--- src/verilog/node_addr_pkg.sv ---
// package: constants and carrier types for the node address loader
package node_addr_pkg;
  // register byte offsets
  localparam logic [7:0] ADDR_CTRL = 8'h00;
  localparam logic [7:0] ADDR_STATUS = 8'h04;
  localparam logic [7:0] ADDR_NODE = 8'h08;
  localparam logic [7:0] ADDR_EVENT = 8'h0C;
  // ctrl fields
  localparam int CTRL_ALARM_HI_BIT = 0;
  localparam int CTRL_ALARM_LO_BIT = 1;
  localparam int CTRL_FAULT_CAL_BIT = 2;
  localparam int CTRL_FAULT_BEAM_BIT = 3;
  localparam int CTRL_PERIOD_LSB = 4;
  localparam logic [31:0] CTRL_RESET = 32'h0000_0000;
  // status fields
  localparam int STAT_VALID_BIT = 8;
  localparam int STAT_CAPTURED_BIT = 9;
  // address limits
  localparam logic [7:0] NODE_MIN = 8'h05;
  localparam logic [7:0] NODE_MAX = 8'hFA;
  // synchroniser settle count before the switches are captured
  localparam logic [1:0] SETTLE_LAST = 2'd3;
  // report periods, seconds, by system size class
  localparam int CLK_HZ = 25_000_000;
  localparam int PERIOD_S_SMALL = 1;
  localparam int PERIOD_S_MID = 2;
  localparam int PERIOD_S_LARGE = 3;
  localparam int PERIOD_CYC_SMALL = PERIOD_S_SMALL * CLK_HZ;
  localparam int PERIOD_CYC_MID = PERIOD_S_MID * CLK_HZ;
  localparam int PERIOD_CYC_LARGE = PERIOD_S_LARGE * CLK_HZ;
  // axi response codes
  localparam logic [1:0] RESP_OKAY = 2'b00;
  localparam logic [1:0] RESP_SLVERR = 2'b10;

  typedef enum logic [1:0] {
    KIND_ALARM,
    KIND_LEVEL,
    KIND_FAULT
  } report_kind_t;

  typedef struct packed {
    logic [7:0] node;
    report_kind_t kind;
    logic [7:0] payload;
  } report_t;
endpackage

--- src/verilog/field_node_address_capture.sv ---
// field node address capture: switch sampling, report pacing, register slave
//
// The implementer's own choices: the AXI4-Lite interface to the registers and the register addresses.
`timescale 1ns/1ps

// Function
// - address comes from eight enclosure switches
// - switch one is lsb, weights double
// - address is sum of closed switches
// - only five through 250 are valid
// - sample switches once at power up
// - new setting needs full power cycle
// - no conflict check; duplicates still report
// - alarms immediate; level and fault periodic
module field_node_address_capture
  import node_addr_pkg::*;
  #(
    parameter int PERIOD_SMALL = PERIOD_CYC_SMALL,
    parameter int PERIOD_MID = PERIOD_CYC_MID,
    parameter int PERIOD_LARGE = PERIOD_CYC_LARGE
  ) (
  // clock and reset
  input wire logic sys_clk,
  input wire logic srst,
  // switch bank, closed = 1
  input wire logic [7:0] addr_sw,
  // gas level sample from the sensing core
  input wire logic [7:0] gas_level,
  // report channel to the network interface
  output logic report_valid,
  input wire logic report_ready,
  output report_t report,
  // axi4-lite slave
  input wire logic [7:0] s_axi_awaddr,
  input wire logic s_axi_awvalid,
  output logic s_axi_awready,
  input wire logic [31:0] s_axi_wdata,
  input wire logic [3:0] s_axi_wstrb,
  input wire logic s_axi_wvalid,
  output logic s_axi_wready,
  output logic [1:0] s_axi_bresp,
  output logic s_axi_bvalid,
  input wire logic s_axi_bready,
  input wire logic [7:0] s_axi_araddr,
  input wire logic s_axi_arvalid,
  output logic s_axi_arready,
  output logic [31:0] s_axi_rdata,
  output logic [1:0] s_axi_rresp,
  output logic s_axi_rvalid,
  input wire logic s_axi_rready
);

  function automatic logic node_ok(input logic [7:0] a);
    node_ok = (a >= NODE_MIN) && (a <= NODE_MAX);
  endfunction

  // switch synchroniser
  logic [7:0] sw_meta_ff;
  logic [7:0] sw_sync_ff;
  always_ff @(posedge sys_clk) begin
    sw_meta_ff <= addr_sw;
    sw_sync_ff <= sw_meta_ff;
  end

  // capture once, after the synchroniser has settled following reset;
  // srst stands for power-up, so only a fresh reset re-reads the switches
  logic [1:0] settle_ff;
  logic captured_ff;
  logic [7:0] node_ff;
  logic valid_ff;
  always_ff @(posedge sys_clk) begin
    if (srst) begin
      settle_ff <= 2'd0;
      captured_ff <= 1'b0;
      node_ff <= 8'h00;
      valid_ff <= 1'b0;
    end else if (!captured_ff) begin
      if (settle_ff != SETTLE_LAST) begin
        settle_ff <= settle_ff + 2'd1;
      end else begin
        captured_ff <= 1'b1;
        // bit i carries weight 2**i, so the sum of closed weights is the word
        node_ff <= sw_sync_ff;
        valid_ff <= node_ok(sw_sync_ff);
      end
    end
  end

  // control register
  logic [31:0] ctrl_ff;
  logic [1:0] alarm_q_ff;
  logic [1:0] fault_q_ff;

  // pending immediate alarm event on any alarm bit change
  logic alarm_pend_ff;
  logic alarm_evt;
  logic [1:0] alarm_now;
  assign alarm_now = {ctrl_ff[CTRL_ALARM_LO_BIT], ctrl_ff[CTRL_ALARM_HI_BIT]};
  assign alarm_evt = (alarm_now != alarm_q_ff);

  // period timer for level and fault reports
  logic [31:0] tick_ff;
  logic [31:0] period;
  logic tick_hit;
  always_comb begin
    case (ctrl_ff[CTRL_PERIOD_LSB +: 2])
      2'd0: period = 32'(PERIOD_SMALL);
      2'd1: period = 32'(PERIOD_MID);
      default: period = 32'(PERIOD_LARGE);
    endcase
  end
  assign tick_hit = (tick_ff >= period - 32'd1);

  // timer idles while the node is invalid, so a refused address never reports
  always_ff @(posedge sys_clk) begin
    if (srst || !valid_ff || tick_hit) begin
      tick_ff <= 32'h0000_0000;
    end else begin
      tick_ff <= tick_ff + 32'd1;
    end
  end

  logic periodic_pend_ff;
  logic send_level_ff;

  // report sequencer: alarms pre-empt periodic reports
  typedef enum logic [1:0] {S_IDLE, S_SEND} rep_state_t;
  rep_state_t rep_state_ff;

  always_ff @(posedge sys_clk) begin
    if (srst) begin
      alarm_q_ff <= 2'b00;
      alarm_pend_ff <= 1'b0;
    end else begin
      alarm_q_ff <= alarm_now;
      // set wins over clear so an alarm change in the idle cycle that launches the pending alarm report is not lost
      if (alarm_evt && valid_ff) begin
        alarm_pend_ff <= 1'b1;
      end else if (rep_state_ff == S_IDLE && alarm_pend_ff) begin
        alarm_pend_ff <= 1'b0;
      end
    end
  end

  always_ff @(posedge sys_clk) begin
    if (srst) begin
      periodic_pend_ff <= 1'b0;
    end else if (tick_hit && valid_ff) begin
      periodic_pend_ff <= 1'b1;
    end else if (rep_state_ff == S_IDLE && !alarm_pend_ff && periodic_pend_ff
                 && !send_level_ff) begin
      periodic_pend_ff <= 1'b0;
    end
  end

  always_ff @(posedge sys_clk) begin
    if (srst) begin
      rep_state_ff <= S_IDLE;
      report_valid <= 1'b0;
      report <= '0;
      send_level_ff <= 1'b0;
      fault_q_ff <= 2'b00;
    end else begin
      case (rep_state_ff)
        S_IDLE: begin
          // duplicates are not detected; always report under own node
          if (alarm_pend_ff) begin
            report <= '{node: node_ff, kind: KIND_ALARM,
                        payload: {6'd0, alarm_now}};
            report_valid <= 1'b1;
            rep_state_ff <= S_SEND;
          end else if (periodic_pend_ff && !send_level_ff) begin
            report <= '{node: node_ff, kind: KIND_LEVEL, payload: gas_level};
            report_valid <= 1'b1;
            send_level_ff <= 1'b1;
            rep_state_ff <= S_SEND;
          end else if (send_level_ff) begin
            // fault follows its level report, both on one period tick
            fault_q_ff <= {ctrl_ff[CTRL_FAULT_BEAM_BIT], ctrl_ff[CTRL_FAULT_CAL_BIT]};
            report <= '{node: node_ff, kind: KIND_FAULT,
                        payload: {6'd0, ctrl_ff[CTRL_FAULT_BEAM_BIT],
                                  ctrl_ff[CTRL_FAULT_CAL_BIT]}};
            report_valid <= 1'b1;
            send_level_ff <= 1'b0;
            rep_state_ff <= S_SEND;
          end
        end
        S_SEND: begin
          if (report_ready) begin
            report_valid <= 1'b0;
            rep_state_ff <= S_IDLE;
          end
        end
        default: rep_state_ff <= S_IDLE;
      endcase
    end
  end

  // event counter: reports accepted by the network side
  // wraps silently; software compares two reads
  logic [15:0] sent_cnt_ff;
  always_ff @(posedge sys_clk) begin
    if (srst) begin
      sent_cnt_ff <= 16'h0000;
    end else if (report_valid && report_ready) begin
      sent_cnt_ff <= sent_cnt_ff + 16'd1;
    end
  end

  // axi4-lite write path: address and data taken in either order
  logic aw_have_ff;
  logic w_have_ff;
  logic [7:0] aw_addr_ff;
  logic [31:0] w_data_ff;
  logic [3:0] w_strb_ff;
  logic do_write;
  // response waits for both halves; the next pair is taken only after bready
  assign do_write = aw_have_ff && w_have_ff && !s_axi_bvalid;

  always_ff @(posedge sys_clk) begin
    if (srst) begin
      aw_have_ff <= 1'b0;
      w_have_ff <= 1'b0;
      aw_addr_ff <= 8'h00;
      w_data_ff <= 32'h0000_0000;
      w_strb_ff <= 4'h0;
      s_axi_awready <= 1'b0;
      s_axi_wready <= 1'b0;
      s_axi_bvalid <= 1'b0;
      s_axi_bresp <= RESP_OKAY;
    end else begin
      // readies pulse every other cycle while idle; a held valid waits one edge
      s_axi_awready <= !aw_have_ff && !s_axi_awready;
      s_axi_wready <= !w_have_ff && !s_axi_wready;
      if (s_axi_awvalid && s_axi_awready) begin
        aw_have_ff <= 1'b1;
        aw_addr_ff <= s_axi_awaddr;
        s_axi_awready <= 1'b0;
      end
      if (s_axi_wvalid && s_axi_wready) begin
        w_have_ff <= 1'b1;
        w_data_ff <= s_axi_wdata;
        w_strb_ff <= s_axi_wstrb;
        s_axi_wready <= 1'b0;
      end
      if (do_write) begin
        s_axi_bvalid <= 1'b1;
        s_axi_bresp <= (aw_addr_ff == ADDR_CTRL) ? RESP_OKAY : RESP_SLVERR;
      end else if (s_axi_bvalid && s_axi_bready) begin
        s_axi_bvalid <= 1'b0;
        aw_have_ff <= 1'b0;
        w_have_ff <= 1'b0;
      end
    end
  end

  always_ff @(posedge sys_clk) begin
    if (srst) begin
      ctrl_ff <= CTRL_RESET;
    end else if (do_write && aw_addr_ff == ADDR_CTRL) begin
      for (int b = 0; b < 4; b++) begin
        if (w_strb_ff[b]) begin
          ctrl_ff[b*8 +: 8] <= w_data_ff[b*8 +: 8];
        end
      end
    end
  end

  // axi4-lite read path
  always_ff @(posedge sys_clk) begin
    if (srst) begin
      s_axi_arready <= 1'b0;
      s_axi_rvalid <= 1'b0;
      s_axi_rdata <= 32'h0000_0000;
      s_axi_rresp <= RESP_OKAY;
    end else if (s_axi_rvalid) begin
      if (s_axi_rready) begin
        s_axi_rvalid <= 1'b0;
      end
    end else if (s_axi_arvalid && s_axi_arready) begin
      s_axi_arready <= 1'b0;
      s_axi_rvalid <= 1'b1;
      s_axi_rresp <= RESP_OKAY;
      // unmapped offsets answer slverr with zero data
      case (s_axi_araddr)
        ADDR_CTRL: s_axi_rdata <= ctrl_ff;
        ADDR_STATUS: s_axi_rdata <= {22'd0, captured_ff, valid_ff, node_ff};
        ADDR_NODE: s_axi_rdata <= {24'd0, node_ff};
        ADDR_EVENT: s_axi_rdata <= {12'd0, fault_q_ff, alarm_q_ff, sent_cnt_ff};
        default: begin
          s_axi_rdata <= 32'h0000_0000;
          s_axi_rresp <= RESP_SLVERR;
        end
      endcase
    end else begin
      s_axi_arready <= 1'b1;
    end
  end

endmodule // field_node_address_capture

--- config.mk ---
export PLATFORM = sky130hd
export DESIGN_NAME = field_node_address_capture
export DESIGN_NICKNAME = d
export VERILOG_FILES = /design/src/verilog/node_addr_pkg.sv /design/src/verilog/field_node_address_capture.sv
export SDC_FILE = /design/constraint.sdc
export NUM_CORES = 1
export LEC_CHECK = 0
export BUFFER_PORTS_ARGS = -buffer_cell sky130_fd_sc_hd__buf_2
export CAP_MARGIN = 30
export CORE_MARGIN = 2
export CORE_UTILIZATION = 25
export DETAILED_ROUTE_END_ITERATION = 12
export PLACE_DENSITY_LB_ADDON = 0.25
export SYNTH_ARGS = -nofsm -noshare
export SYNTH_HDL_FRONTEND = slang
export SYNTH_SLANG_ARGS = --single-unit
--- constraint.sdc ---
create_clock -name sys_clk -period 3.75 [get_ports sys_clk]
set_clock_uncertainty 0.15 [all_clocks]
set_input_delay 1.125 -clock sys_clk [delete_from_list [all_inputs] [get_ports sys_clk]]
set_output_delay 1.125 -clock sys_clk [all_outputs]
set_load 0.005 [all_outputs]
[Yosys cells after proc, flatten, opt, wreduce, memory -nomap -nowiden]
Index checks and enable logic that the tools add are counted.
Storage, ports and cells
  output and inout port bits: 60
  logic and storage cells: 144
  bits in registers: 223
Operators by class
  reduce and logical (&&, ||, !) cells: 52
  order comparisons: 3
  bitwise operators: 5
  equality and inequality tests: 9
  mux-type cells: 36
  add/subtract/negate cells: 4
Operator list (count)
  $pmux 32 s4: 1
  $mux 18: 3
  $pmux 27 s2: 1
  $add 32x1->32 const B: 1
  $ge 32x32->1: 1
  $sub 32x1->32 const B: 1
  $mux 1: 23
  $reduce_and 2->1: 10
  $logic_and 1x1->1: 18
  $add 16x1->16 const B: 1
  $eq 8x4->1 const B: 2
  $logic_not 8->1: 2
  $mux 2: 6
  $eq 8x3->1 const B: 1
  $ge 8x3->1 const B: 1
  $le 8x8->1 const B: 1
  $logic_not 1->1: 8
  $reduce_bool 2->1: 4
  $not 1->1: 5
  $eq 2x1->1 const B: 2
  $logic_not 2->1: 2
  $ne 2x2->1 const B: 2
  $ne 4x3->1 const B: 1
  $pmux 2 s2: 1
  other kinds (9): 11

[Depth between registers and ports, before layout]
Gate-level depths: netlist of run 1.
  depth after elaboration: 6
  gate-level depth with buffers: 12

[Worst setup path after synthesis of run 1]
Ideal clock, no wire load.
  kind: register -> register
  start point: register ctrl_ff[4]
  end point: register tick_ff[17]
  cell stages (with the launch flop): 13
  path buffers: 1
  library setup time: 78 ps
  arrival time: 2382 ps
  setup slack: 1140 ps
  period minus slack after synthesis: 2610 ps
  cells stage by stage: dfxtp_1 -> or2_2 -> inv_1 -> ha_1 -> inv_1 -> nor3_1 -> ha_1 -> a21oi_1 -> o21bai_1 -> a211oi_1 -> o211ai_4 -> buf_6 -> nor3_1
On the way
  longest elaborated chain between the ends: 5
RTL lines
  start, declared: line field_node_address_capture.sv:90  | logic [31:0] ctrl_ff;
  start signal, assigned by index: line field_node_address_capture.sv:263  | ctrl_ff[b*8 +: 8] <= w_data_ff[b*8 +: 8];
  $eq 2x1->1 / $logic_not 2->1 (equally long branches): line field_node_address_capture.sv:106  | case (ctrl_ff[CTRL_PERIOD_LSB +: 2])
  $pmux 27 s2 *: line field_node_address_capture.sv:106
  $sub 32x1->32 *: line field_node_address_capture.sv:112  | assign tick_hit = (tick_ff >= period - 32'd1);
  $ge 32x32->1 *: line field_node_address_capture.sv:112
  $logic_or 1x1->1 *: line field_node_address_capture.sv:116  | if (srst || !valid_ff || tick_hit) begin
  end signal, assigned: line field_node_address_capture.sv:119  | tick_ff <= tick_ff + 32'd1;
  end, declared: line field_node_address_capture.sv:102  | logic [31:0] tick_ff;
Every way passes the cells marked *; elsewhere a longest branch is shown, timed or not.
A chain may end at the register's enable or synchronous reset.

[Worst setup path in the final report of run 1]
  start point: register ctrl_ff[5]
  end point: register tick_ff[25]
The elaborated chain is that of the path after synthesis.

==> impl_metrics.csv, run 1 <==
group,metric,value,unit
outcome,outcome,"completed",
worst_hold_path,hold_crit_endpoint,"sw_sync_ff[4]",
setup_path,timing.rr.start,"ctrl_ff[5]",
global_routing,grt_max_degree,138,
drt,met3RoutedLength,1343,um
drt,route.antenna.remaining_nets,0,
synthesis,ys_seq_elements,219,
power,leakage,3.897,nW
global_routing,number_of_global_route_vias_before_repair,6748,
drt,detailroute.via_count,6878,
drt,first_iter_violations,369,
setup_path,worst_setup_path_start_kind,"flop",
timing,setup-violations-final,0,
setup_path,reg2reg_to,"tick_ff[25]",
setup_path,worst_ep_required_time,4.00,ns
clocking,worstSkewPairLatency,0.56,ns
clocking,cts_repair_resize_count,0,
synthesis,dominantRegCellSynth,"dfxtp_1",
global_routing,grt-ovfl-total,0,
finish,nets,1190,
global_routing,grt_util_all_layers,12.39,%
global_routing,grt_pass1_wl,35940,um
power,powerDensity,518.5,nW/um2
floorplanning,num_rows,67,
global_routing,initial_antenna_violation_count,4,
drt,avgViaCountPerCell,4.406,
drt,detail_route.drc_violations,0,
setup_path,arrival,3.26,ns
clocking,clkTransAtPathRegs,0.06,ns
placement,place.port_buffers,133,
drt,met2_wirelength,10290,um
timing,grt_setup_unrepaired,"false",
setup_path,worstPathCellList,"nand2b_1 > inv_1 > ha_1 > inv_1 > nor3_1 > ha_1 > nand4_1 > nor4_1 > a211oi_1 > o211ai_4 > buf_4 > nor3_1",
timing,relSlewSlack,46.17,%
floorplanning,dieArea,35620,um2
floorplanning,initial_core_util,25.44,%
timing,period_minus_slack,3.012,ns
clocking,cts_buffers,26,
floorplanning,chipHeight,188.7,um
worst_hold_path,hold-path-cell-count,0,
setup_path,worstSetupEndpointType,"flop",
synthesis,total_standard_cell_area_after_synthesis,8531,um2
synthesis,netlist_instances,976,
synthesis,synth_cell_type_count,48,
clocking,clock_sinks,219,
synthesis,synthArstFlopShare,0,%
power,ir_drop,0.4190,mV
flow_run,maxCapViolCount,0,
synthesis,synth-edff-count,0,
timing,fmaxAchievable,0.3320,GHz
setup_path,cpPeakStageDelay,0.40,ns
clocking,htree_levels,1,
placement,globalplace.congestion,0.7855,
clocking,tritoncts,"done",
drt,top_layer_in_use,"met5",
finish,post_layout_nonfiller_instances,1561,
clocking,cts_hold_buffers,0,
floorplanning,pin_count,136,
timing,setup-tns-final,0,ns
worst_hold_path,worstHoldPathType,"flop to flop",
clocking,root_buffer,"clkbuf_16",
synthesis,synth_seq_area_share,51.39,%
drt,route.detailed.wl_per_inst,14.20,um
setup_path,rr_worst_depth,12,
floorplanning,floorplan.core_area,33530,um2
timing,hold-worst-slack,0.1747,ns
placement,post-place-cells,1514,
worst_hold_path,timing.hold.worst.start,"sw_meta_ff[4]",
floorplanning,chipWidth,188.7,um
synthesis,syn_avg_cell_area,8.740,um2
timing,final_max_slew_viol_count,0,
synthesis,synth_area_leader_cell,"dfxtp_1",
timing,worstMarginPinSlew,0.8049,ns
drt,finalWirelength,22170,um
synthesis,synth.top_cells.by_area,"dfxtp_1 (51%), nand2_1 (9.0%), a21oi_1 (6.9%)",
timing,min_period_over_period,80.32,%
setup_path,critPathSlowestCell,"o211ai_4",
synthesis,synth_top_area_share,51.39,%
timing,hold_viol,0,
synthesis,synth.yosys.warnings,0,
setup_path,largest_fanout_on_the_critical_path,13,
clocking,clk_path_buf_depth,3,
setup_path,crit_type,"flop to flop",
clocking,post-cts-setup-buffer-count,0,
finish,synthToLayoutAreaGrowth,23.57,%
drt,detail_route.first_pass.iterations,4,
drt,wl_met1,9811,um
finish,drive_gt1_share,18.97,%
setup_path,setup_slack_of_the_most_critical_reg_to_reg_path,0.74,ns
placement,place_hpwl,15700,um
## cell type report
cell class	instances	area, um2
clock inverters	12	225.2
multi-input cells	692	3851
flip-flops and latches	219	4384
repair buffers	144	775.7
diodes	1	2.502
well taps	448	560.5
clock buffers	34	700.7
inverters	11	41.29
fillers	3614	22990
## worst max-delay path, delay by kind of cell (launching register included)
| kind | cells | cell delay, ns |
|---|---|---|
| compound gates | 2 | 0.57 |
| fa+ha+maj | 2 | 0.51 |
| buf+inv | 3 | 0.42 |
| flops | 1 | 0.38 |
| simple gates | 5 | 0.85 |
## metal layers
metal / up-vias / track usage (%)
li1: 3592 / -
met5: - / 0
met4: 6 / 4.357
met1: 3129 / 15.48
met3: 38 / 3.166
met2: 113 / 20.66
## worst max-delay path by stage
stage	start	to	slack, ns	depth (start not counted)
floorplan	ctrl_ff[4]	tick_ff[17]	1.14	12
global placement	s_axi_araddr[5]	s_axi_rdata[26]	0.69	7
detailed placement	s_axi_araddr[5]	s_axi_rdata[28]	0.70	7
CTS	ctrl_ff[5]	tick_ff[5]	0.71	12
global route	ctrl_ff[5]	tick_ff[22]	0.44	12
finish	ctrl_ff[5]	tick_ff[25]	0.74	12
## sequential cells by signal, summed over array words and instances, names as in the netlist, 16 cells and up
register / cells
sent_cnt_ff: 16
tick_ff: 32
w_data_ff: 32
s_axi_rdata: 32
report: 18
ctrl_ff: 32
## cell usage after synthesis, types with 12 or more instances
cell type,count
dfxtp_1,219
nand2_1,204
a21oi_1,117
nand3_1,73
nor2_1,48
clkbuf_1,45
xor2_1,28
nor3_1,26
ha_1,20
o21ai_0,20
xnor2_1,16
nor3_2,14
nand4_1,13
a22o_1,12
## cells by family after synthesis
logic type               count (synthesis)  synth area share [%]
AO/OA/AOI/OAI                          193                 13.20
XOR/XNOR                                44                 4.517
adder cells (fa/ha/maj)                 20                 2.933
buffers and inverters                   70                 3.711
flip-flops                             219                 51.39
multiplexers                             6                0.7040
other                                    1               0.04396
AND/OR/NAND/NOR                        423                 23.50
## power by group
group / internal (mW) / leakage [nW] / switching (mW)
Clock: 1.67 / 0.442 / 1.03
Combinational: 0.117 / 1.68 / 0.186
Sequential: 2.40 / 1.78 / 0.0659
Total: 4.19 / 3.90 / 1.28
## cell usage in the layout, fill, tap and decap left out, types with 3 or more instances in the layout
master     count
ha_1          20
nor4_1         4
clkbuf_16     26
and4_1         3
o21ai_0       20
nand2_1      204
o31ai_1       10
buf_4         10
a211oi_1       6
nand2b_1       6
nor2_1        48
a22o_1        12
or2_2          3
nand3_1       73
inv_1         11
dfxtp_1      219
a22oi_1       10
nor3_1        26
mux2i_1        6
nor3_2        14
or4_4          4
conb_1         6
nand4_1       13
clkbuf_1       6
buf_2        132
bufinv_16      5
nor2b_1        7
xnor2_1       16
and3_1         7
a21oi_1      117
xor2_1        28
o22ai_1        9
## through the flow
stage | instance area, um2 | utilization [%] | setup slack (ns) | power, mW
after floorplan | 8549 | - | 1.140 | 2.699
after CTS | 10540 | 31.43 | 0.7125 | 5.556
after global placement | 9605 | 28.65 | 0.6938 | 2.819
after global routing | 10540 | 31.43 | 0.4378 | 5.695
final | 10540 | 31.44 | 0.7379 | 5.465
after detailed placement | 9613 | 28.67 | 0.7007 | 2.825
(Power assumes the default switching activity.)
==> run 2, diff against run 1 <==
clock period = 3 ns   (was 3.75 ns; I/O delays follow)
==> run 2 against run 1 <==
  * Global-route usage decreased by 0.27 points
  * Via count increased by 0.36%
  * Setup slack got worse by 0.59 ns
  * Register-to-register slack got worse by 0.59 ns
  * Highest routed layer unchanged
==> impl_metrics.csv, run 2 (same netlist as run 1, synthesis figures left out) <==
group,metric,value,unit
outcome,outcome,"completed",
clocking,cts_hold_buffers,0,
setup_path,crit_type,"flop to flop",
finish,register_area,4384,um2
finish,fillCellCount,3615,
timing,hold-worst-slack,0.1724,ns
placement,place.port_buffers,133,
setup_path,setup_slack_of_the_most_critical_reg_to_reg_path,0.15,ns
power,leakage,3.931,nW
timing,fmaxAchievable,0.3503,GHz
drt,finalWirelength,21960,um
clocking,cts_buffers,25,
timing,hold_viol,0,
setup_path,worstSetupEndpointType,"flop",
power,ir_drop,0.3684,mV
finish,drive_gt1_share,19.96,%
timing,min_period_over_period,95.16,%
power,powerDensity,633.8,nW/um2
drt,detailroute.via_count,6903,
setup_path,largest_fanout_on_the_critical_path,21,
global_routing,grt_pass1_wl,35150,um
floorplanning,chipWidth,188.7,um
setup_path,reg2reg_to,"tick_ff[27]",
clocking,tritoncts,"done",
setup_path,critPathSlowestCell,"or2_2",
setup_path,worstPathCellList,"or2_2 > inv_1 > ha_1 > inv_1 > nor3_1 > ha_1 > nand4_1 > nor4_1 > a211oi_2 > o211ai_4 > buf_6 > nor3_1",
drt,avgViaCountPerCell,4.408,
setup_path,timing.critical_path.max_delay_family,"simple AND/OR/NAND/NOR gates",
timing,timing.final.ws_setup,0.1452,ns
timing,worstMarginPinSlew,0.6849,ns
placement,dp_slack,0.03078,ns
finish,multiInputGateArea,3859,um2
timing,period_minus_slack,2.855,ns
placement,place_hpwl,15740,um
setup_path,cpPeakStageDelay,0.37,ns
finish,utilization,31.45,%
timing,setup-violations-final,0,
drt,route.antenna.remaining_nets,0,
timing,setup-tns-final,0,ns
finish,nets,1197,
setup_path,worst_setup_path_start_kind,"flop",
flow_run,maxCapViolCount,0,
floorplanning,initial_core_util,25.44,%
clocking,htree_levels,1,
setup_path,worst_ep_required_time,3.23,ns
finish,most_frequent_standard_cell_in_the_layout_excluding_fill_and_tap_cells,"dfxtp_1",
global_routing,initial_antenna_violation_count,4,
floorplanning,chipHeight,188.7,um
worst_hold_path,hold-path-cell-count,0,
clocking,clkTransAtPathRegs,0.06,ns
placement,globalplace.congestion,0.7689,
global_routing,grt-ovfl-total,0,
global_routing,grt_util_all_layers,12.12,%
drt,detail_route.first_pass.iterations,4,
setup_path,rr_worst_depth,12,
clocking,cts_repair_resize_count,0,
setup_path,timing.rr.start,"ctrl_ff[4]",
floorplanning,floorplan.core_area,33530,um2
worst_hold_path,timing.hold.worst.start,"sw_meta_ff[6]",
clocking,post-cts-setup-buffer-count,0,
floorplanning,pin_count,136,
finish,synthToLayoutAreaGrowth,23.61,%
global_routing,grt_max_degree,64,
finish,mostFrequentLayoutCells,"dfxtp_1 (219), nand2_1 (204), buf_2 (132)",
setup_path,path_buf_inv,3,
timing,final_max_slew_viol_count,0,
clocking,clock_sinks,219,
drt,first_iter_violations,442,
drt,detail_route.drc_violations,0,
global_routing,number_of_global_route_vias_before_repair,6584,
worst_hold_path,hold_crit_endpoint,"sw_sync_ff[6]",
clocking,root_buffer,"clkbuf_16",
timing,relSlewSlack,53.96,%
drt,route.detailed.wl_per_inst,14.02,um
clocking,clk_path_buf_depth,3,
floorplanning,num_rows,67,
clocking,worstSkewPairLatency,0.51,ns
floorplanning,dieArea,35620,um2
setup_path,arrival,3.09,ns
worst_hold_path,worstHoldPathType,"flop to flop",
[run 2: metal layers]
layer	up-vias	part of all wire, %	GRT usage (%)	wire, um
met4	6	2.0	3.636	431
met3	37	5.2	2.980	1146
li1	3613	-	-	-
met2	112	48	20.38	10450
met1	3135	45	15.31	9888
met5	-	0.16	0	35
[run 2: final cells by class]
class	count	area share, %
flip-flops and latches	219	41.58
multi-input cells	692	36.59
repair buffers	152	7.724
clock buffers	33	6.882
well taps	448	5.316
clock inverters	10	1.495
inverters	11	0.3916
diodes	1	0.02373
[run 2: worst max path at each step]
stage	start	to	cells after the start
3_5_place_dp	ctrl_ff[4]	tick_ff[27]	12
6_report	ctrl_ff[4]	tick_ff[27]	12
4_1_cts	ctrl_ff[4]	tick_ff[27]	12
3_3_place_gp	ctrl_ff[4]	tick_ff[20]	12
5_1_grt	ctrl_ff[4]	tick_ff[24]	12
2_1_floorplan	ctrl_ff[4]	tick_ff[17]	12
[run 2: through the flow]
step,total power [mW],std cells,cell area [um2]
6_report,6.683,1566,10550
5_1_grt,6.959,1565,10540
4_1_cts,6.790,1565,10530
3_5_place_dp,3.531,1522,9648
3_3_place_gp,3.526,1522,9648
2_1_floorplan,3.373,981,8549
[run 2: power by group]
group	leakage (nW)	total, mW	switching (mW)	internal [mW]
combinational	1.71	0.378	0.232	0.147
sequential	1.78	3.08	0.0823	3.00
clock	0.440	3.23	1.19	2.03
==> run 3, diff against run 2 <==
CTS_CLUSTER_DIAMETER = 80   (was unset)
PLACE_DENSITY = 0.49   (was unset)
PLACE_DENSITY_LB_ADDON = unset   (was 0.25)
==> run 3 against run 2 <==
  * Largest cell class unchanged
  * Non-clock buffer count did not move
  * Wire length grew 1.5%
  * Critical endpoint is now tick_ff[19]
  * Setup slack gained 0.051 ns
  * Largest power group unchanged
  * Maximum frequency increased by 1.8%
  * First-iteration DRC count grew 2.0%
  * Global-route usage rose by 0.16 points
  * Sequential power barely moved
  * Clock power is 2% higher
  * Hold slack improved by 0.00087 ns
  * Via count grew 0.70%
==> impl_metrics.csv, run 3 (same netlist as run 1, synthesis figures left out) <==
group,metric,value,unit
setup_path,timing.critical_path.max_delay_family,"simple AND/OR/NAND/NOR gates",
timing,setup-violations-final,0,
finish,most_frequent_standard_cell_in_the_layout_excluding_fill_and_tap_cells,"dfxtp_1",
placement,post-place-cells,1522,
clocking,post-cts-setup-buffer-count,0,
clocking,root_buffer,"clkbuf_16",
drt,avgViaCountPerCell,4.439,
timing,grt_setup_unrepaired,"false",
global_routing,grt_max_degree,111,
finish,utilization,31.55,%
placement,place_hpwl,15790,um
setup_path,cpPeakStageDelay,0.38,ns
global_routing,number_of_global_route_vias_before_repair,6600,
global_routing,grt_pass1_wl,35180,um
placement,place.port_buffers,133,
clocking,clkTransAtPathRegs,0.05,ns
finish,antenna_diode_instance_count,0,
timing,relSlewSlack,52.02,%
power,combinationalPowerShare,5.7,%
timing,hold_viol,0,
clocking,cts_hold_buffers,0,
setup_path,largest_fanout_on_the_critical_path,14,
clocking,worstSkewPairLatency,0.53,ns
global_routing,initial_antenna_violation_count,3,
clocking,tritoncts,"done",
power,power_switching,1.520,mW
clocking,htree_levels,1,
worst_hold_path,worstHoldPathType,"flop to flop",
timing,period_minus_slack,2.804,ns
clocking,cts_repair_resize_count,0,
drt,first_iter_violations,451,
setup_path,worst_setup_path_start_kind,"flop",
power,leakage,3.934,nW
setup_path,arrival,3.09,ns
timing,final_max_slew_viol_count,0,
floorplanning,chipWidth,188.7,um
power,proportion_of_power_drawn_by_the_clock_network,48.6,%
floorplanning,num_rows,67,
clocking,clk_path_buf_depth,3,
power,power.share.sequential,45.7,%
placement,globalplace.congestion,0.7471,
drt,route.detailed.wl_per_inst,14.23,um
floorplanning,initial_core_util,25.44,%
global_routing,grt_util_all_layers,12.28,%
finish,mostFrequentLayoutCells,"dfxtp_1 (219), nand2_1 (204), buf_2 (132)",
power,internal_cell_power,5.223,mW
setup_path,crit_type,"flop to flop",
flow_run,maxCapViolCount,0,
setup_path,worstPathCellList,"or2_2 > inv_1 > ha_1 > inv_1 > nor3_1 > ha_1 > a21oi_1 > o21bai_1 > a211oi_2 > o211ai_4 > buf_4 > nor3_1",
drt,detailroute.via_count,6951,
drt,detail_route.drc_violations,0,
global_routing,grt-ovfl-total,0,
setup_path,critPathSlowestCell,"or2_2",
finish,post_layout_nonfiller_instances,1566,
clocking,clock_sinks,219,
timing,setup-tns-final,0,ns
drt,route.antenna.remaining_nets,0,
power,powerDensity,637.5,nW/um2
clocking,cts_buffers,26,
outcome,outcome,"completed",
drt,finalWirelength,22290,um
global_routing,gr-usage-met3,3.334,%
timing,worstMarginPinSlew,0.7137,ns
finish,synthToLayoutAreaGrowth,24.01,%
power,ir_drop,0.3674,mV
global_routing,globalRoute.busiestLayer,"met2",
floorplanning,floorplan.core_area,33530,um2
floorplanning,dieArea,35620,um2
timing,min_period_over_period,93.47,%
power,swShare,22.55,%
floorplanning,chipHeight,188.7,um
timing,fmaxAchievable,0.3566,GHz
setup_path,path_buf_inv,3,
floorplanning,pin_count,136,
drt,detail_route.first_pass.iterations,7,
finish,drive_gt1_share,19.68,%
finish,nets,1198,
global_routing,groute.layer.met2.usage,20.69,%
global_routing,grt_use_met1,15.22,%
setup_path,worst_ep_required_time,3.29,ns
setup_path,worstSetupEndpointType,"flop",
setup_path,setup_slack_of_the_most_critical_reg_to_reg_path,0.20,ns
## run 3: cell types whose count changed in the layout (fill, tap and decap cells not counted)
cell	previous run	this run
buf_12	0	2
buf_4	19	18
buf_6	1	0
clkbuf_1	1	6
clkbuf_16	25	27
clkbuf_8	7	4
clkinv_2	4	2
clkinv_4	1	0
diode_2	1	0
nor4_1	4	3
nor4_2	2	3
## run 3: metrics by stage
step	power, mW	setup WS [ns]	hold WS (ns)	area [um2]
floorplan	3.373	0.3902	0.1596	8549
global placement	3.529	0.2459	0.1622	9673
detailed placement	3.535	0.06372	0.1638	9673
CTS	6.853	0.06947	0.1768	10570
global route	7.046	0.006973	0.1788	10580
finish	6.744	0.1959	0.1733	10580
## run 3: path summary, 6_finish.rpt
kind	endpoint	from	cells after the start
worst min register to register	sw_sync_ff[4]	sw_meta_ff[4]	0
worst max register to register	tick_ff[19]	ctrl_ff[4]	12
worst min-delay path	sw_sync_ff[4]	sw_meta_ff[4]	0
worst max-delay path	tick_ff[19]	ctrl_ff[4]	12
## run 3: cell type report
class	count	area, um2
fill	3615	22950
sequential	219	4384
multi-input combinational	692	3865
timing repair buffer	152	835.8
clock buffer	37	753.2
tap	448	560.5
clock inverter	7	138.9
inverter	11	41.29
## run 3: worst register-to-register path: stages, from the launching register on
cell      delay, ns
dfxtp_1        0.35
or2_2          0.38
inv_1          0.08
ha_1           0.13
inv_1          0.05
nor3_1         0.18
ha_1           0.27
a21oi_1        0.15
o21bai_1       0.10
a211oi_2       0.35
o211ai_4       0.12
buf_4          0.24
nor3_1         0.19
## run 3: power by group through the flow
stage               registers [mW]  clock network [mW]  logic, mW
CTS                           3.08                3.38      0.392
finish                        3.08                3.28      0.385
detailed placement            3.14                   0      0.391
floorplan                     3.10                   0      0.271
global route                  3.09                3.52      0.433
global placement              3.14                   0      0.387
## run 3: per-layer routing
metal  part of all wire, %  vias to the layer above
met3                   5.7                       36
li1                      -                     3604
met2                    48                      118
met5                  0.15                        -
met1                    44                     3187
met4                   2.3                        6
